### config.mk
export PLATFORM = sky130hd
export DESIGN_NAME = spa_serial_port
export DESIGN_NICKNAME = d
export VERILOG_FILES = /design/src/logic/spa_pkg.sv /design/src/logic/spa_serial_port.sv
export SDC_FILE = /design/constraint.sdc
export NUM_CORES = 1
export LEC_CHECK = 0
export BUFFER_PORTS_ARGS = -buffer_cell sky130_fd_sc_hd__buf_2
export CAP_MARGIN = 20
export CORE_UTILIZATION = 53
export CTS_CLUSTER_DIAMETER = 40
export DETAILED_ROUTE_END_ITERATION = 7
export MAX_ROUTING_LAYER = met4
export PLACE_DENSITY = 0.77
export SYNTH_ARGS = -nofsm -noshare
export SYNTH_HDL_FRONTEND = slang
export SYNTH_SLANG_ARGS = --single-unit
### constraint.sdc
create_clock -name pclk -period 2.4 [get_ports pclk]
set_clock_uncertainty 0.05 [all_clocks]
set_input_delay 0.36 -clock pclk [delete_from_list [all_inputs] [get_ports pclk]]
set_output_delay 0.36 -clock pclk [all_outputs]
set_load 0.005 [all_outputs]
### src/logic/spa_pkg.sv
`default_nettype none
package spa_pkg;
  // ******************************************************************
  // register indices and bus addresses
  // ******************************************************************
  localparam int ADDR_W = 12;
  localparam logic [ADDR_W-1:0] IDX_PWR_CTRL = 12'h087;
  localparam logic [ADDR_W-1:0] IDX_SER_CTRL = 12'h098;
  localparam logic [ADDR_W-1:0] IDX_SER_BUF = 12'h099;
  localparam logic [ADDR_W-1:0] IDX_IRQ_EN = 12'h0a8;
  localparam logic [ADDR_W-1:0] IDX_NODE_ADDR0 = 12'h0a9;
  localparam logic [ADDR_W-1:0] IDX_NODE_ADDR1 = 12'h0aa;
  localparam logic [ADDR_W-1:0] IDX_IRQ_PRIO = 12'h0b8;
  localparam logic [ADDR_W-1:0] IDX_ADDR_MASK0 = 12'h0b9;
  localparam logic [ADDR_W-1:0] IDX_ADDR_MASK1 = 12'h0ba;
  localparam int ADDR_SHIFT = 2;
  // ******************************************************************
  // field positions
  // ******************************************************************
  localparam int PWR_BAUD_DOUBLE = 7;
  localparam int PWR_FE_SELECT = 6;
  localparam int CTL_MODE_A = 7;
  localparam int CTL_MODE_B = 6;
  localparam int CTL_MULTI = 5;
  localparam int CTL_REN = 4;
  localparam int CTL_TB8 = 3;
  localparam int CTL_RB8 = 2;
  localparam int CTL_TI = 1;
  localparam int CTL_RI = 0;
  localparam int IE_GLOBAL = 7;
  localparam int IE_SER0 = 4;
  localparam int IP_SER0 = 4;
  localparam int IP_UNUSED = 7;
  // ******************************************************************
  // reset values
  // ******************************************************************
  localparam logic [7:0] RST_BYTE = 8'h00;
  localparam logic [10:0] RST_TX_SH = 11'h7ff;
  // ******************************************************************
  // timing counts
  // ******************************************************************
  localparam logic [3:0] OS_MID = 4'h7;
  localparam logic [3:0] OS_LAST = 4'hf;
  localparam logic [2:0] M2_DIV_SLOW = 3'h4;
  localparam logic [2:0] M2_DIV_FAST = 3'h2;
  localparam logic [3:0] M0_PER_SLOW = 4'hc;
  localparam logic [3:0] M0_PER_FAST = 4'h4;
  localparam logic [2:0] M0_LAST_BIT = 3'h7;
  localparam logic [3:0] IDX_STOP10 = 4'h9;
  localparam logic [3:0] IDX_STOP11 = 4'ha;
  localparam logic [3:0] IDX_LAST_DATA = 4'h8;
  // ******************************************************************
  // modes and states
  // ******************************************************************
  typedef enum logic [1:0] {
    MODE_SYNC = 2'h0, MODE_A10 = 2'h1, MODE_A11_FIX = 2'h2, MODE_A11_VAR = 2'h3
  } spa_mode_t;
  typedef enum logic [2:0] {
    TX_IDLE = 3'h1, TX_ASYNC = 3'h2, TX_SYNC = 3'h4
  } spa_tx_st_t;
  typedef enum logic [2:0] {
    RX_IDLE = 3'h1, RX_ASYNC = 3'h2, RX_SYNC = 3'h4
  } spa_rx_st_t;
endpackage
`default_nettype wire

### src/logic/spa_serial_port.sv
// Notes on behaviour
// two mode bits select sync or async modes
// invalid stop sets frame error, software clears
// select bit maps top bit to frame error
// baud double halves bit time modes 1-3
// modes 2/3 multiprocessor: ninth zero, no flag
// mode 1 multiprocessor: bad stop, no flag
// mode 0 shift clock divides by 12 or 4
// receive only while receive enable set
// modes 2/3 send software ninth bit
// ninth bit or stop bit stored on receive
// transmit flag at bit 8 or stop start
// receive flag at bit 8 or mid stop
// data address: read receive, write transmit
// software loads node address register
// compare address bits only where mask set
// all-zero mask accepts any address
// second address and mask registers are stored but never used in the compare
// receive and transmit on port 3 bits 0/1
// interrupt gated by own and global enable
// priority bit selects high level
// variable rate from external timer overflow
// only ninth-bit-one frames are address-compared
`timescale 1ns/1ps
`default_nettype none
module spa_serial_port (
  // clock and reset
  input wire logic pclk,
  input wire logic presetn,
  // apb slave
  input wire logic psel,
  input wire logic penable,
  input wire logic pwrite,
  input wire logic [spa_pkg::ADDR_W-1:0] paddr,
  input wire logic [31:0] pwdata,
  output logic [31:0] prdata,
  output logic pready,
  output logic pslverr,
  // bit rate source
  input wire logic timer_ovf,
  // port 3 bit 0 receive pin
  input wire logic p3_rxd_in,
  output logic p3_rxd_out,
  output logic p3_rxd_oe_n,
  // port 3 bit 1 transmit pin
  output logic p3_txd_out,
  // interrupt request to core
  output logic serial0_irq_req,
  output logic serial0_irq_high
);
  import spa_pkg::*;
  // ******************************************************************
  // registers
  // ******************************************************************
  logic baud_double_q, frame_error_select_q;
  logic mode_bit_a_q, mode_bit_b_q, multiprocessor_bit_q, ren_q;
  logic transmit_ninth_bit_q, receive_ninth_bit_q, transmit_flag_q, receive_flag_q;
  logic frame_error_q;
  logic [7:0] rx_buf_q, irq_en_q, irq_prio_q;
  logic [7:0] node_addr0_q, node_addr1_q, addr_mask0_q, addr_mask1_q;
  logic [31:0] prdata_q;
  spa_tx_st_t tx_st_q, tx_st_d;
  spa_rx_st_t rx_st_q, rx_st_d;
  logic [10:0] tx_sh_q, tx_sh_d;
  logic [3:0] tx_os_q, tx_os_d, tx_idx_q, tx_idx_d;
  logic [7:0] rx_sh_q, rx_sh_d;
  logic rx_ninth_q, rx_ninth_d;
  logic [3:0] rx_os_q, rx_os_d, rx_idx_q, rx_idx_d;
  logic rxd_prev_q, ovf_half_q;
  logic [2:0] m2_cnt_q, m0_bit_q;
  logic [3:0] m0_div_q;
  logic ti_set, ri_set, fe_set, rb8_set, rb8_val;
  // ******************************************************************
  // address match
  // ******************************************************************
  // comparison is applied only to the first address and mask pair (node_addr0_q, addr_mask0_q)
  function automatic logic addr_hit(input logic [7:0] data, input logic [7:0] node,
                                    input logic [7:0] mask);
    addr_hit = ((data ^ node) & mask) == 8'h00;
  endfunction
  // ******************************************************************
  // apb decode
  // ******************************************************************
  wire sel_pwr = paddr == (IDX_PWR_CTRL << ADDR_SHIFT);
  wire sel_ctl = paddr == (IDX_SER_CTRL << ADDR_SHIFT);
  wire sel_buf = paddr == (IDX_SER_BUF << ADDR_SHIFT);
  wire sel_ie = paddr == (IDX_IRQ_EN << ADDR_SHIFT);
  wire sel_na0 = paddr == (IDX_NODE_ADDR0 << ADDR_SHIFT);
  wire sel_na1 = paddr == (IDX_NODE_ADDR1 << ADDR_SHIFT);
  wire sel_ip = paddr == (IDX_IRQ_PRIO << ADDR_SHIFT);
  wire sel_am0 = paddr == (IDX_ADDR_MASK0 << ADDR_SHIFT);
  wire sel_am1 = paddr == (IDX_ADDR_MASK1 << ADDR_SHIFT);
  wire hit = sel_pwr | sel_ctl | sel_buf | sel_ie | sel_na0 | sel_na1 | sel_ip | sel_am0
             | sel_am1;
  wire access = psel & penable;
  wire wr_ok = access & pwrite & hit;
  wire wr_pwr = wr_ok & sel_pwr;
  wire wr_ctl = wr_ok & sel_ctl;
  wire wr_buf = wr_ok & sel_buf;
  wire [7:0] wd = pwdata[7:0];
  wire top_bit = frame_error_select_q ? frame_error_q : mode_bit_a_q;
  wire [7:0] ctl_rd = {top_bit, mode_bit_b_q, multiprocessor_bit_q, ren_q,
                       transmit_ninth_bit_q, receive_ninth_bit_q, transmit_flag_q,
                       receive_flag_q};
  wire [7:0] pwr_rd = {baud_double_q, frame_error_select_q, 6'h00};
  wire [7:0] ip_rd = {1'b1, irq_prio_q[IP_UNUSED-1:0]};
  wire [7:0] rd_byte = sel_pwr ? pwr_rd :
                       sel_ctl ? ctl_rd :
                       sel_buf ? rx_buf_q :
                       sel_ie ? irq_en_q :
                       sel_na0 ? node_addr0_q :
                       sel_na1 ? node_addr1_q :
                       sel_ip ? ip_rd :
                       sel_am0 ? addr_mask0_q :
                       sel_am1 ? addr_mask1_q : 8'h00;
  assign pready = 1'b1;
  assign pslverr = access & ~hit;
  assign prdata = prdata_q;

  always_ff @(posedge pclk or negedge presetn) begin
    if (!presetn) begin
      prdata_q <= 32'h0000_0000;
    end else if (psel && !penable) begin
      prdata_q <= {24'h00_0000, rd_byte};
    end
  end

  // ******************************************************************
  // mode and rate
  // ******************************************************************
  spa_mode_t mode;
  assign mode = spa_mode_t'({mode_bit_a_q, mode_bit_b_q});
  wire mode0 = mode == MODE_SYNC;
  wire mode1 = mode == MODE_A10;
  wire mode2 = mode == MODE_A11_FIX;
  wire mode_var = mode1 | (mode == MODE_A11_VAR);
  wire [2:0] m2_lim = (baud_double_q ? M2_DIV_FAST : M2_DIV_SLOW) - 3'h1;
  wire os_tick_var = timer_ovf & (baud_double_q | ovf_half_q);
  wire os_tick_fix = mode2 & (m2_cnt_q == m2_lim);
  wire os_tick = mode_var ? os_tick_var : os_tick_fix;
  wire [3:0] m0_per = multiprocessor_bit_q ? M0_PER_FAST : M0_PER_SLOW;
  wire sync_act = (tx_st_q == TX_SYNC) | (rx_st_q == RX_SYNC);
  wire m0_rise = sync_act & (m0_div_q == (m0_per >> 1));
  wire m0_end = sync_act & (m0_div_q == m0_per - 4'h1);
  wire sclk = m0_div_q >= (m0_per >> 1);

  always_ff @(posedge pclk or negedge presetn) begin
    if (!presetn) begin
      m2_cnt_q <= 3'h0;
      ovf_half_q <= 1'b0;
    end else begin
      m2_cnt_q <= (!mode2 || os_tick_fix) ? 3'h0 : m2_cnt_q + 3'h1;
      ovf_half_q <= timer_ovf ? ~ovf_half_q : ovf_half_q;
    end
  end

  always_ff @(posedge pclk or negedge presetn) begin
    if (!presetn) begin
      m0_div_q <= 4'h0;
      m0_bit_q <= 3'h0;
    end else if (!sync_act) begin
      m0_div_q <= 4'h0;
      m0_bit_q <= 3'h0;
    end else begin
      m0_div_q <= m0_end ? 4'h0 : m0_div_q + 4'h1;
      m0_bit_q <= m0_end ? m0_bit_q + 3'h1 : m0_bit_q;
    end
  end

  // ******************************************************************
  // transmitter
  // ******************************************************************
  wire [3:0] tx_last = mode1 ? IDX_STOP10 : IDX_STOP11;
  wire ninth_out = mode1 ? 1'b1 : transmit_ninth_bit_q;

  always_comb begin
    tx_st_d = tx_st_q;
    tx_sh_d = tx_sh_q;
    tx_os_d = tx_os_q;
    tx_idx_d = tx_idx_q;
    ti_set = 1'b0;
    case (tx_st_q)
      TX_IDLE: begin
        if (wr_buf && mode0 && rx_st_q == RX_IDLE) begin
          tx_st_d = TX_SYNC;
          tx_sh_d = {3'h7, wd};
        end else if (wr_buf && !mode0) begin
          tx_st_d = TX_ASYNC;
          tx_sh_d = {1'b1, ninth_out, wd, 1'b0};
          tx_os_d = 4'h0;
          tx_idx_d = 4'h0;
        end
      end
      TX_ASYNC: begin
        if (os_tick) begin
          tx_os_d = tx_os_q + 4'h1;
          if (tx_os_q == OS_LAST && tx_idx_q == tx_last) begin
            tx_st_d = TX_IDLE;
          end else if (tx_os_q == OS_LAST) begin
            tx_idx_d = tx_idx_q + 4'h1;
            tx_sh_d = {1'b1, tx_sh_q[10:1]};
            ti_set = (tx_idx_q + 4'h1) == tx_last;
          end
        end
      end
      TX_SYNC: begin
        if (m0_end) begin
          tx_sh_d = {1'b1, tx_sh_q[10:1]};
          if (m0_bit_q == M0_LAST_BIT) begin
            tx_st_d = TX_IDLE;
            ti_set = 1'b1;
          end
        end
      end
      default: tx_st_d = TX_IDLE;
    endcase
  end

  always_ff @(posedge pclk or negedge presetn) begin
    if (!presetn) begin
      tx_st_q <= TX_IDLE;
      tx_sh_q <= RST_TX_SH;
      tx_os_q <= 4'h0;
      tx_idx_q <= 4'h0;
    end else begin
      tx_st_q <= tx_st_d;
      tx_sh_q <= tx_sh_d;
      tx_os_q <= tx_os_d;
      tx_idx_q <= tx_idx_d;
    end
  end

  // ******************************************************************
  // receiver
  // ******************************************************************
  wire rx_stop_idx = (mode1 && rx_idx_q == IDX_STOP10) || rx_idx_q == IDX_STOP11;
  wire stop_ok = p3_rxd_in;
  wire is_addr_ok = rx_ninth_q & addr_hit(rx_sh_q, node_addr0_q, addr_mask0_q);
  wire m1_accept = ~multiprocessor_bit_q | stop_ok;
  wire m23_accept = ~multiprocessor_bit_q | is_addr_ok;
  wire async_accept = ~receive_flag_q & (mode1 ? m1_accept : m23_accept);

  always_comb begin
    rx_st_d = rx_st_q;
    rx_sh_d = rx_sh_q;
    rx_ninth_d = rx_ninth_q;
    rx_os_d = rx_os_q;
    rx_idx_d = rx_idx_q;
    ri_set = 1'b0;
    fe_set = 1'b0;
    rb8_set = 1'b0;
    rb8_val = 1'b0;
    case (rx_st_q)
      RX_IDLE: begin
        if (ren_q && mode0 && !receive_flag_q && tx_st_q == TX_IDLE && !wr_buf) begin
          rx_st_d = RX_SYNC;
        end else if (ren_q && !mode0 && rxd_prev_q && !p3_rxd_in) begin
          rx_st_d = RX_ASYNC;
          rx_os_d = 4'h0;
          rx_idx_d = 4'h0;
        end
      end
      RX_ASYNC: begin
        if (!ren_q) begin
          rx_st_d = RX_IDLE;
        end else if (os_tick) begin
          rx_os_d = rx_os_q + 4'h1;
          if (rx_os_q == OS_MID) begin
            rx_idx_d = rx_idx_q + 4'h1;
            if (rx_idx_q == 4'h0 && p3_rxd_in) begin
              rx_st_d = RX_IDLE;
            end else if (rx_idx_q != 4'h0 && rx_idx_q <= IDX_LAST_DATA) begin
              rx_sh_d = {p3_rxd_in, rx_sh_q[7:1]};
            end else if (rx_stop_idx) begin
              rx_st_d = RX_IDLE;
              fe_set = ~stop_ok;
              ri_set = async_accept;
              rb8_set = async_accept;
              rb8_val = mode1 ? stop_ok : rx_ninth_q;
            end else if (rx_idx_q == IDX_STOP10) begin
              rx_ninth_d = p3_rxd_in;
            end
          end
        end
      end
      RX_SYNC: begin
        if (!ren_q) begin
          rx_st_d = RX_IDLE;
        end else if (m0_rise) begin
          rx_sh_d = {p3_rxd_in, rx_sh_q[7:1]};
        end else if (m0_end && m0_bit_q == M0_LAST_BIT) begin
          rx_st_d = RX_IDLE;
          ri_set = 1'b1;
        end
      end
      default: rx_st_d = RX_IDLE;
    endcase
  end

  always_ff @(posedge pclk or negedge presetn) begin
    if (!presetn) begin
      rx_st_q <= RX_IDLE;
      rx_sh_q <= RST_BYTE;
      rx_ninth_q <= 1'b0;
      rx_os_q <= 4'h0;
      rx_idx_q <= 4'h0;
      rxd_prev_q <= 1'b1;
      rx_buf_q <= RST_BYTE;
    end else begin
      rx_st_q <= rx_st_d;
      rx_sh_q <= rx_sh_d;
      rx_ninth_q <= rx_ninth_d;
      rx_os_q <= rx_os_d;
      rx_idx_q <= rx_idx_d;
      rxd_prev_q <= p3_rxd_in;
      rx_buf_q <= ri_set ? rx_sh_q : rx_buf_q;
    end
  end

  // ******************************************************************
  // control register and flags
  // ******************************************************************
  wire fe_wr = wr_ctl & frame_error_select_q;
  wire sm0_wr = wr_ctl & ~frame_error_select_q;

  always_ff @(posedge pclk or negedge presetn) begin
    if (!presetn) begin
      mode_bit_a_q <= 1'b0;
      mode_bit_b_q <= 1'b0;
      multiprocessor_bit_q <= 1'b0;
      ren_q <= 1'b0;
      transmit_ninth_bit_q <= 1'b0;
    end else if (wr_ctl) begin
      mode_bit_a_q <= sm0_wr ? wd[CTL_MODE_A] : mode_bit_a_q;
      mode_bit_b_q <= wd[CTL_MODE_B];
      multiprocessor_bit_q <= wd[CTL_MULTI];
      ren_q <= wd[CTL_REN];
      transmit_ninth_bit_q <= wd[CTL_TB8];
    end
  end

  always_ff @(posedge pclk or negedge presetn) begin
    if (!presetn) begin
      frame_error_q <= 1'b0;
      transmit_flag_q <= 1'b0;
      receive_flag_q <= 1'b0;
      receive_ninth_bit_q <= 1'b0;
    end else begin
      frame_error_q <= fe_set | (fe_wr ? wd[CTL_MODE_A] : frame_error_q);
      transmit_flag_q <= ti_set | (wr_ctl ? wd[CTL_TI] : transmit_flag_q);
      receive_flag_q <= ri_set | (wr_ctl ? wd[CTL_RI] : receive_flag_q);
      receive_ninth_bit_q <= rb8_set ? rb8_val :
                             wr_ctl ? wd[CTL_RB8] : receive_ninth_bit_q;
    end
  end

  // ******************************************************************
  // plain registers
  // ******************************************************************
  always_ff @(posedge pclk or negedge presetn) begin
    if (!presetn) begin
      baud_double_q <= 1'b0;
      frame_error_select_q <= 1'b0;
      irq_en_q <= RST_BYTE;
      irq_prio_q <= RST_BYTE;
    end else begin
      baud_double_q <= wr_pwr ? wd[PWR_BAUD_DOUBLE] : baud_double_q;
      frame_error_select_q <= wr_pwr ? wd[PWR_FE_SELECT] : frame_error_select_q;
      irq_en_q <= (wr_ok & sel_ie) ? wd : irq_en_q;
      irq_prio_q <= (wr_ok & sel_ip) ? wd : irq_prio_q;
    end
  end

  always_ff @(posedge pclk or negedge presetn) begin
    if (!presetn) begin
      node_addr0_q <= RST_BYTE;
      node_addr1_q <= RST_BYTE;
      addr_mask0_q <= RST_BYTE;
      addr_mask1_q <= RST_BYTE;
    end else begin
      node_addr0_q <= (wr_ok & sel_na0) ? wd : node_addr0_q;
      node_addr1_q <= (wr_ok & sel_na1) ? wd : node_addr1_q;
      addr_mask0_q <= (wr_ok & sel_am0) ? wd : addr_mask0_q;
      addr_mask1_q <= (wr_ok & sel_am1) ? wd : addr_mask1_q;
    end
  end

  // ******************************************************************
  // pins and interrupt request
  // ******************************************************************
  assign p3_rxd_out = tx_sh_q[0];
  assign p3_rxd_oe_n = tx_st_q != TX_SYNC;
  assign p3_txd_out = sync_act ? sclk : (tx_st_q == TX_ASYNC) ? tx_sh_q[0] : 1'b1;
  assign serial0_irq_req = (transmit_flag_q | receive_flag_q) & irq_en_q[IE_SER0]
                           & irq_en_q[IE_GLOBAL];
  assign serial0_irq_high = irq_prio_q[IP_SER0];

endmodule // spa_serial_port
`default_nettype wire

==> flow_metrics.env, run 1 <==
export IMPL_status="finished clean"
export IMPL_max_freq_ghz=0.426
export IMPL_initial_core_util_pct=54.3
export IMPL_layout_cells_sized_above_1_pct=29.4
export IMPL_num_antenna_cells=0
export IMPL_detailed_place_hpwl_mm=13.9
export IMPL_tritoncts="yes"
export IMPL_cp_end_kind="flop"
export IMPL_synth_top_area_share_pct=39.7
export IMPL_syn_inst=724
export IMPL_wl_per_cell_microns=19.0
export IMPL_largest_stage_delay_worst_path_ps=510
export IMPL_maxCapViolations=0
export IMPL_coreArea_sq_mm=0.0132
export IMPL_holdWs_ps=85.3
export IMPL_std_cell_rows=42
export IMPL_fp_dieArea_sq_mm=0.0140
export IMPL_relSlewSlack_pct=54.8
export IMPL_critPathLaunchType="flop"
export IMPL_rr_worst_depth=6
export IMPL_finalNonFillerCells=1000
export IMPL_most_frequent_cell_after_synthesis="sky130_fd_sc_hd__dfrtp_1"
export IMPL_aggregate_global_route_resource_usage_pct=29.6
export IMPL_whs_path_depth=2
export IMPL_seq_area_frac_synth_pct=44.4
export IMPL_wl_mm=19.0
export IMPL_cp_arrival_ps=2590
export IMPL_yosys_top_cells_count="sky130_fd_sc_hd__dfrtp_1, sky130_fd_sc_hd__mux2_2, sky130_fd_sc_hd__nand2_1"
export IMPL_globalplace_congestion=0.984
export IMPL_cts_max_path_buffers=2
export IMPL_total_power_mw=5.75
export IMPL_detail_route_antenna_nets=0
export IMPL_first_pass_iters=5
export IMPL_grt_setup_unrepaired="true"
export IMPL_cp_cell_sequence="nor3b_4 > a31oi_4 > or3_4 > or4_4 > and2_4 > a221o_1"
export IMPL_worst_slew_pin_slew_ps=677
export IMPL_first_global_vias=6136
export IMPL_placed_cells_incl_taps=963
export IMPL_io_buffer_count=40
export IMPL_detail_route_vias_per_cell=6.08
export IMPL_antenna_found_initial=0
export IMPL_die_height_microns=118
export IMPL_slowest_stage="sky130_fd_sc_hd__or4_4"
export IMPL_min_period_ps=2350
export IMPL_grt_start_max_net_pins=51
export IMPL_setup_viol=0
export IMPL_mappedNetlistArea_sq_mm=0.00719
export IMPL_fin_nets=875
export IMPL_count_of_flip_flops_with_a_built_in_enable_after_synthesis=0
export IMPL_area_growth_syn_to_layout_pct=19.0
export IMPL_area_leader_netlist="sky130_fd_sc_hd__dfrtp_1"
export IMPL_ys_warnings_count=0
export IMPL_ctsRootBufferMaster="sky130_fd_sc_hd__clkbuf_16"
export IMPL_timing_final_hold_violations=0
export IMPL_slew_violations=0
export IMPL_drt_iter0_markers=489
export IMPL_synthesis_area_per_instance_sq_um=9.93
export IMPL_peakVddDrop_mv=0.587
export IMPL_required_ps=2650
export IMPL_drc=0
export IMPL_holdCritPathClass="in2reg"
export IMPL_worst_setup_path_type="reg2reg"
export IMPL_gr_total_overflow=0
export IMPL_synthTopCellsByArea="sky130_fd_sc_hd__dfrtp_1, sky130_fd_sc_hd__mux2_2, sky130_fd_sc_hd__dfstp_2"
export IMPL_netlist_cell_type_count=70
export IMPL_critical_path_peak_fanout=8
export IMPL_final_critical_path_share_of_the_clock_period_pct=97.9
export IMPL_clock_sinks=127
export IMPL_top_level_ports=90
export IMPL_synth_ff_latch_count=127
export IMPL_asyncSetResetFlopFracSynth_pct=100
export IMPL_die_w_microns=118
export IMPL_vias=6080
export IMPL_postLayoutCoreUtil_pct=64.6
export IMPL_synth_flop_cell="sky130_fd_sc_hd__dfrtp_1"
export IMPL_numCtsBuffers=17
export IMPL_clk_latency_worst_skew_pair_ps=420
export IMPL_power_per_cell_area_mw_per_mm2=671
export IMPL_h_tree_depth=4
export IMPL_clkSlewWorstSetupHoldPaths_ps=60
export IMPL_p_leak_nw=4.00
export IMPL_global_route_wire_length_before_repair_mm=31.3
## cells in the final DEF (no fill, tap or decap), drive strengths merged, types with 4 or more instances in the layout
master and instances:
or2 4, a21oi 33, xor2 16, nand3 24, a221o 8, a221oi 4
ha 13, a31oi 11, and3 11, nor3b 7, dfstp 13, inv 15
mux2 72, and2 6, nor2 56, dfrtp 114, a22o 12, xnor2 6
clkbuf 26, nor2b 19, mux2i 10, or3 5, conb 25, clkinv 4
nor4 6, buf 102, o211ai 7, nand3b 5, nand2b 13, a22oi 5
nor4b 6, nand4 8, nand2 59, o22ai 7, o21ai 42, nor3 14
## cells by family after synthesis
group                      Yosys count  share of synthesized area [%]
and+or+nand+nor                    254                           18.6
AOI/OAI and AO/OA                  150                           13.8
DFF                                127                           44.4
muxes                               82                           12.7
buffers and inverters               74                           5.31
xor gates and xnor gates            22                           2.78
adders and majority gates           13                           2.26
other                                2                          0.104
## critical path, delay by kind of cell, from the launching register on
| family | cells | cell delay (ps) |
|---|---|---|
| simple gates | 4 | 1300 |
| compound gates | 2 | 420 |
| flops | 1 | 460 |
## area by class of cell
cell class,instances,area [sq um]
clock buffers,25,495
fillers,1050,4680
inverters,15,56.3
clock inverters,7,110
repair buffers,104,711
flip-flops and latches,127,3200
multi-input cells,546,3770
well taps,176,220
## path summary, 6_finish.rpt
check	startpoint	endpoint	slack, ps
max	mode_bit_b_q	rx_buf_q[7]	50
min	timer_ovf	ovf_half_q	90
max reg2reg	mode_bit_b_q	rx_buf_q[7]	50
min reg2reg	ovf_half_q	ovf_half_q	420
max in group asynchronous	presetn	tx_sh_q[4]	1190
min in group asynchronous	presetn	addr_mask1_q[7]	400
## what timing repair did
action | CTS | global route
setup buffers | 0 | 3
endpoints found under the setup margin | 18 | 18
hold buffers | 1 | 0
hold endpoints to repair | 36 | 0
pin swaps | 1 | 2
gates resized for setup | 4 | 4
## power breakdown
| group | total, mW | switching [mW] | internal (mW) |
|---|---|---|---|
| registers | 2.39 | 0.0718 | 2.32 |
| clock network | 2.65 | 0.912 | 1.74 |
| logic | 0.709 | 0.422 | 0.287 |
| total | 5.75 | 1.41 | 4.34 |
## registers in the layout, indices dropped and copies added (netlist names), 4 cells and up
signal,flops
rx_buf_q,8
irq_prio_q,7
tx_idx_q,4
rx_idx_q,4
node_addr0_q,8
prdata,8
tx_sh_q,10
addr_mask1_q,8
irq_en_q,8
rx_sh_q,8
node_addr1_q,8
tx_os_q,4
rx_os_q,4
addr_mask0_q,8
m0_div_q,4
## layer usage
layer | vias to the layer above | share of wire [%] | track usage [%]
li1 | 2752 | - | -
met1 | 3010 | 41 | 35.0
met2 | 262 | 49 | 48.2
met3 | 56 | 6.3 | 6.90
met4 | 0 | 3.4 | 13.4
met5 | - | 0 | -
## through the flow
stage | setup slack (ps) | area [sq um] | setup TNS (ps)
after floorplan | -17.0 | 7310 | -136
after global placement | 14.4 | 7880 | 0
after detailed placement | -48.0 | 7880 | -569
after CTS | 1.41 | 8510 | 0
after global routing | -10.5 | 8560 | -30.1
final | 51.6 | 8560 | 0
Power figures use the tool's default switching activity.
==> run 2, diff against run 1 <==
--- a/config.mk
+++ b/config.mk
@@ -5,13 +5,15 @@
 export SDC_FILE = /design/constraint.sdc
 export NUM_CORES = 1
 export LEC_CHECK = 0
-export BUFFER_PORTS_ARGS = -buffer_cell sky130_fd_sc_hd__buf_2
+export ABC_AREA = 1
+export BUFFER_PORTS_ARGS = -buffer_cell sky130_fd_sc_hd__buf_4
 export CAP_MARGIN = 20
 export CORE_UTILIZATION = 53
 export CTS_CLUSTER_DIAMETER = 40
 export DETAILED_ROUTE_END_ITERATION = 7
 export MAX_ROUTING_LAYER = met4
 export PLACE_DENSITY = 0.77
+export SETUP_SLACK_MARGIN = 0.5
 export SYNTH_ARGS = -nofsm -noshare
 export SYNTH_HDL_FRONTEND = slang
 export SYNTH_SLANG_ARGS = --single-unit
==> flow_metrics.env, run 2 <==
export IMPL_aggregate_global_route_resource_usage_pct=29.8
export IMPL_detail_route_antenna_nets=0
export IMPL_holdCritPathClass="in2reg"
export IMPL_relSlewSlack_pct=64.1
export IMPL_fp_dieArea_sq_mm=0.0140
export IMPL_ctsRootBufferMaster="sky130_fd_sc_hd__clkbuf_16"
export IMPL_ff2ff_setup_slack_ps=340
export IMPL_coreArea_sq_mm=0.0132
export IMPL_clkSlewWorstSetupHoldPaths_ps=60
export IMPL_regToRegStartpoint="rx_st_q[0]"
export IMPL_gr_total_overflow=0
export IMPL_fin_nets=1087
export IMPL_max_freq_ghz=0.487
export IMPL_holdWs_ps=15.4
export IMPL_tritoncts="yes"
export IMPL_critical_path_peak_fanout=6
export IMPL_worst_slew_pin_slew_ps=539
export IMPL_h_tree_depth=4
export IMPL_path_buf_inv=2
export IMPL_drt_iter0_markers=560
export IMPL_maxCapViolations=0
export IMPL_cp_cell_sequence="buf_4 > nand3_2 > nand2_1 > nor3b_1 > nand3b_1 > buf_4 > o31ai_2"
export IMPL_area_growth_syn_to_layout_pct=26.8
export IMPL_die_w_microns=118
export IMPL_grt_start_max_net_pins=40
export IMPL_io_buffer_count=40
export IMPL_total_power_mw=6.10
export IMPL_top_level_ports=90
export IMPL_p_leak_nw=4.41
export IMPL_seq_area_frac_synth_pct=44.5
export IMPL_syn_inst=904
export IMPL_vias=6745
export IMPL_whs_endpoint="rxd_prev_q"
export IMPL_final_fill_count=1039
export IMPL_numCtsBuffers=17
export IMPL_slowest_stage="sky130_fd_sc_hd__dfstp_2"
export IMPL_critical_path_top_delay_family="simple AND/OR/NAND/NOR gates"
export IMPL_synthTopCellsByArea="sky130_fd_sc_hd__dfrtp_1, sky130_fd_sc_hd__nand2_1, sky130_fd_sc_hd__o21ai_0"
export IMPL_netlist_cell_type_count=54
export IMPL_timing_final_hold_violations=0
export IMPL_synthesis_area_per_instance_sq_um=7.93
export IMPL_most_used_cells_in_the_layout_excluding_fill_and_tap_cells="sky130_fd_sc_hd__nand2_1, sky130_fd_sc_hd__dfrtp_1, sky130_fd_sc_hd__buf_4"
export IMPL_mostFrequentLayoutCell="sky130_fd_sc_hd__nand2_1"
export IMPL_synth_ff_latch_count=127
export IMPL_asyncSetResetFlopFracSynth_pct=100
export IMPL_worst_setup_path_type="reg2reg"
export IMPL_cp_arrival_ps=2340
export IMPL_most_frequent_cell_after_synthesis="sky130_fd_sc_hd__nand2_1"
export IMPL_cp_end_kind="flop"
export IMPL_status="finished clean"
export IMPL_wl_per_cell_microns=16.9
export IMPL_setup_viol=0
export IMPL_slew_violations=0
export IMPL_setup_worst_path_start="rx_st_q[0]"
export IMPL_largest_reg_flops=10
export IMPL_global_route_wire_length_before_repair_mm=31.2
export IMPL_first_pass_iters=5
export IMPL_power_per_cell_area_mw_per_mm2=672
export IMPL_area_occupied_by_multi_input_gates_sq_mm=0.00381
export IMPL_die_height_microns=118
export IMPL_clock_sinks=127
export IMPL_globalplace_congestion=0.945
export IMPL_cts_max_path_buffers=2
export IMPL_mappedNetlistArea_sq_mm=0.00717
export IMPL_yosys_top_cells_count="sky130_fd_sc_hd__nand2_1, sky130_fd_sc_hd__dfrtp_1, sky130_fd_sc_hd__inv_1"
export IMPL_drc=0
export IMPL_critical_path_top_cell_by_count="sky130_fd_sc_hd__buf_4"
export IMPL_ys_warnings_count=0
export IMPL_synth_flop_cell="sky130_fd_sc_hd__dfrtp_1"
export IMPL_wl_mm=20.4
export IMPL_peakVddDrop_mv=0.512
export IMPL_largest_stage_delay_worst_path_ps=570
export IMPL_area_leader_netlist="sky130_fd_sc_hd__dfrtp_1"
export IMPL_critPathLaunchType="flop"
export IMPL_rr_worst_depth=7
export IMPL_clk_latency_worst_skew_pair_ps=430
export IMPL_r2r_end="rx_idx_q[2]"
export IMPL_detail_route_vias_per_cell=5.57
export IMPL_num_antenna_cells=0
export IMPL_postLayoutCoreUtil_pct=68.6
export IMPL_grt_setup_unrepaired="true"
export IMPL_initial_core_util_pct=54.1
export IMPL_whs_path_depth=1
export IMPL_antenna_found_initial=0
export IMPL_std_cell_rows=42
export IMPL_register_area_sq_mm=0.00320
export IMPL_layout_cells_sized_above_1_pct=28.1
export IMPL_required_ps=2680
export IMPL_min_period_ps=2060
export IMPL_first_global_vias=6350
export IMPL_detailed_place_hpwl_mm=13.3
export IMPL_tns_ps=0
export IMPL_final_critical_path_share_of_the_clock_period_pct=85.6
export IMPL_synth_top_area_share_pct=39.8
export IMPL_count_of_flip_flops_with_a_built_in_enable_after_synthesis=0
export IMPL_hold_start="p3_rxd_in"
export IMPL_largest_register="tx_sh_q"
## run 2: cell families (layout without fill, tap and decap cells)
family	Yosys count	after routing	synth area share (%)
buffers and inverters	132	238	9.00
xor gates and xnor gates	9	9	1.10
adders and majority gates	13	13	2.27
and+or+nand+nor	468	470	30.7
AOI/OAI and AO/OA	153	154	12.2
other	2	25	0.105
DFF	127	127	44.5
## run 2: stage by stage
stage               worst slack [ps]  cells  instance area [sq um]
finish                           345   1212                   9090
global route                     301   1212                   9090
CTS                              439   1194                   8690
detailed placement              26.2   1133                   7720
global placement                 122   1133                   7720
floorplan                        506    927                   7270
## run 2: worst max-delay path by stage
stage,to,cells past startpoint,slack [ps]
after floorplan,addr_mask0_q[5],14,510
after global placement,node_addr1_q[2],13,120
after detailed placement,node_addr1_q[1],13,30
after CTS,p3_txd_out,4,440
after global routing,p3_txd_out,6,300
final,rx_idx_q[2],7,340
## run 2: final cells by class
type                       count  share of cell area, %
inverter                      93                   3.84
clock inverter                14                   1.82
tap                          176                   2.42
timing repair buffer         113                   9.97
clock buffer                  18                   4.83
multi-input combinational    671                   41.9
sequential                   127                   35.2
## run 2: per-layer routing
metal  global-route usage [%]  up-vias  wire, microns
li1                         -     3153              -
met1                     34.7     3199           7850
met2                     48.2      307          10200
met3                     5.84       86           1390
met4                     17.1        0           1010
met5                        -        -              0
## run 2: power breakdown
part | switching, mW | internal, mW | leakage, nW
registers | 0.151 | 2.28 | 1.63
clock network | 1.00 | 1.66 | 0.296
logic | 0.608 | 0.410 | 2.49
## run 2: what timing repair did
| item | 4_1_cts | 5_1_grt |
|---|---|---|
| buffers inserted | 26 | 16 |
| hold buffers | 1 | 0 |
| endpoints found under the setup margin | 41 | 64 |
| resized for setup | 32 | 75 |
| gates cloned | 2 | 2 |
| pin swaps | 18 | 31 |
| endpoints found under the hold margin | 21 | 0 |
==> run 3, diff against run 2 <==
--- a/config.mk
+++ b/config.mk
@@ -11,8 +11,10 @@
 export CORE_UTILIZATION = 53
 export CTS_CLUSTER_DIAMETER = 40
 export DETAILED_ROUTE_END_ITERATION = 7
+export HOLD_SLACK_MARGIN = 0.1
 export MAX_ROUTING_LAYER = met4
 export PLACE_DENSITY = 0.77
+export RECOVER_POWER = 100
 export SETUP_SLACK_MARGIN = 0.5
 export SYNTH_ARGS = -nofsm -noshare
 export SYNTH_HDL_FRONTEND = slang
==> flow_metrics.env, run 3 (synthesis gave the netlist of run 2 again) <==
export IMPL_ff2ff_setup_slack_ps=200
export IMPL_global_route_wire_length_before_repair_mm=31.2
export IMPL_detail_route_vias_per_cell=5.54
export IMPL_layout_cells_sized_above_1_pct=26.0
export IMPL_grt_setup_unrepaired="true"
export IMPL_initial_core_util_pct=54.1
export IMPL_first_global_vias=6363
export IMPL_p_leak_nw=4.38
export IMPL_ctsRootBufferMaster="sky130_fd_sc_hd__clkbuf_16"
export IMPL_grt_start_max_net_pins=40
export IMPL_pre_cts_ws_ps=26.2
export IMPL_drc=0
export IMPL_globalplace_congestion=0.945
export IMPL_vias=6724
export IMPL_numCtsBuffers=17
export IMPL_tns_ps=0
export IMPL_slew_violations=0
export IMPL_max_freq_ghz=0.454
export IMPL_die_height_microns=118
export IMPL_finalInstanceArea_sq_mm=0.00901
export IMPL_io_buffer_count=40
export IMPL_gr_total_overflow=0
export IMPL_fin_nets=1089
export IMPL_critical_path_peak_fanout=6
export IMPL_antenna_found_initial=0
export IMPL_coreArea_sq_mm=0.0132
export IMPL_cp_end_kind="flop"
export IMPL_num_antenna_cells=0
export IMPL_mostFrequentLayoutCell="sky130_fd_sc_hd__nand2_1"
export IMPL_required_ps=2650
export IMPL_status="finished clean"
export IMPL_top_level_ports=90
export IMPL_whs_path_depth=3
export IMPL_std_cell_rows=42
export IMPL_min_period_ps=2200
export IMPL_largest_register="tx_sh_q"
export IMPL_cp_arrival_ps=2450
export IMPL_worst_slew_pin_slew_ps=899
export IMPL_h_tree_depth=4
export IMPL_post_route_worst_setup_slack_ps=199
export IMPL_aggregate_global_route_resource_usage_pct=29.8
export IMPL_detail_route_antenna_nets=0
export IMPL_power_per_cell_area_mw_per_mm2=669
export IMPL_relSlewSlack_pct=40.1
export IMPL_rr_worst_depth=8
export IMPL_fp_dieArea_sq_mm=0.0140
export IMPL_peakVddDrop_mv=0.500
export IMPL_timing_final_hold_violations=0
export IMPL_tritoncts="yes"
export IMPL_final_critical_path_share_of_the_clock_period_pct=91.7
export IMPL_detailed_place_hpwl_mm=13.3
export IMPL_wl_per_cell_microns=16.8
export IMPL_area_growth_syn_to_layout_pct=25.7
export IMPL_setup_viol=0
export IMPL_wl_mm=20.4
export IMPL_maxCapViolations=0
export IMPL_final_fill_count=1054
export IMPL_clk_latency_worst_skew_pair_ps=430
export IMPL_clock_sinks=127
export IMPL_die_w_microns=118
export IMPL_first_pass_iters=5
export IMPL_most_used_cells_in_the_layout_excluding_fill_and_tap_cells="sky130_fd_sc_hd__nand2_1, sky130_fd_sc_hd__dfrtp_1, sky130_fd_sc_hd__buf_4"
export IMPL_drt_iter0_markers=547
export IMPL_critPathLaunchType="flop"
export IMPL_largest_reg_flops=10
export IMPL_cts_max_path_buffers=2
export IMPL_worst_setup_path_type="reg2reg"
export IMPL_dpl_instance_area_sq_mm=0.00772
export IMPL_clkSlewWorstSetupHoldPaths_ps=60
export IMPL_holdCritPathClass="in2reg"
[run 3: per-stage QoR]
stage	util [%]	hold slack [ps]	power (mW)	instances
after floorplan	-	14.4	2.94	927
after global placement	58.3	298	3.16	1133
after detailed placement	58.3	294	3.18	1133
after CTS	65.8	106	5.88	1196
after global routing	68.1	141	6.25	1214
final	68.1	116	6.03	1214
[run 3: worst max-delay path, cell delays in order (launching register included)]
cell                       delay [ps]
sky130_fd_sc_hd__dfstp_1          560
sky130_fd_sc_hd__buf_4            130
sky130_fd_sc_hd__nand3_1          210
sky130_fd_sc_hd__nand2_1          210
sky130_fd_sc_hd__nor3b_1          320
sky130_fd_sc_hd__nand3b_1         190
sky130_fd_sc_hd__clkbuf_1         200
sky130_fd_sc_hd__a21oi_2          130
sky130_fd_sc_hd__a21oi_1           50
[run 3: cell type report]
| cell class | count | area, sq um | share of cell area [%] |
|---|---|---|---|
| repair buffers | 115 | 890 | 9.87 |
| clock inverters | 14 | 165 | 1.83 |
| inverters | 93 | 349 | 3.87 |
| flip-flops and latches | 127 | 3200 | 35.5 |
| multi-input cells | 671 | 3750 | 41.6 |
| clock buffers | 18 | 439 | 4.87 |
| well taps | 176 | 220 | 2.44 |
[run 3: power breakdown]
| group | switching (mW) | internal [mW] |
|---|---|---|
| registers | 0.142 | 2.28 |
| logic | 0.594 | 0.378 |
| clock network | 0.987 | 1.66 |
| total | 1.72 | 4.31 |
[run 3: what timing repair did]
item / CTS / global route
hold buffers: 3 / 0
hold endpoints to repair: 23 / 0
endpoints found under the setup margin: 41 / 64
pin swaps: 18 / 31
resized for setup: 32 / 75
setup buffers: 26 / 16
gates cloned: 2 / 2
[run 3: final timing paths]
check | startpoint | to
worst max-delay path | rx_st_q[0] | rx_idx_q[1]
worst min-delay path | pwdata[6] | mode_bit_b_q
worst max register to register | rx_st_q[0] | rx_idx_q[1]
worst min register to register | tx_sh_q[4] | tx_sh_q[4]
max in group asynchronous | presetn | addr_mask1_q[1]
min in group asynchronous | presetn | node_addr0_q[5]
[run 3: metal layers]
layer  vias up  track usage, %  routed length (microns)
met1      3193            34.8                     7940
met3        79            5.84                     1320
li1       3156               -                        -
met5         -               -                        0
met2       296            48.3                    10100
met4         0            17.1                      994
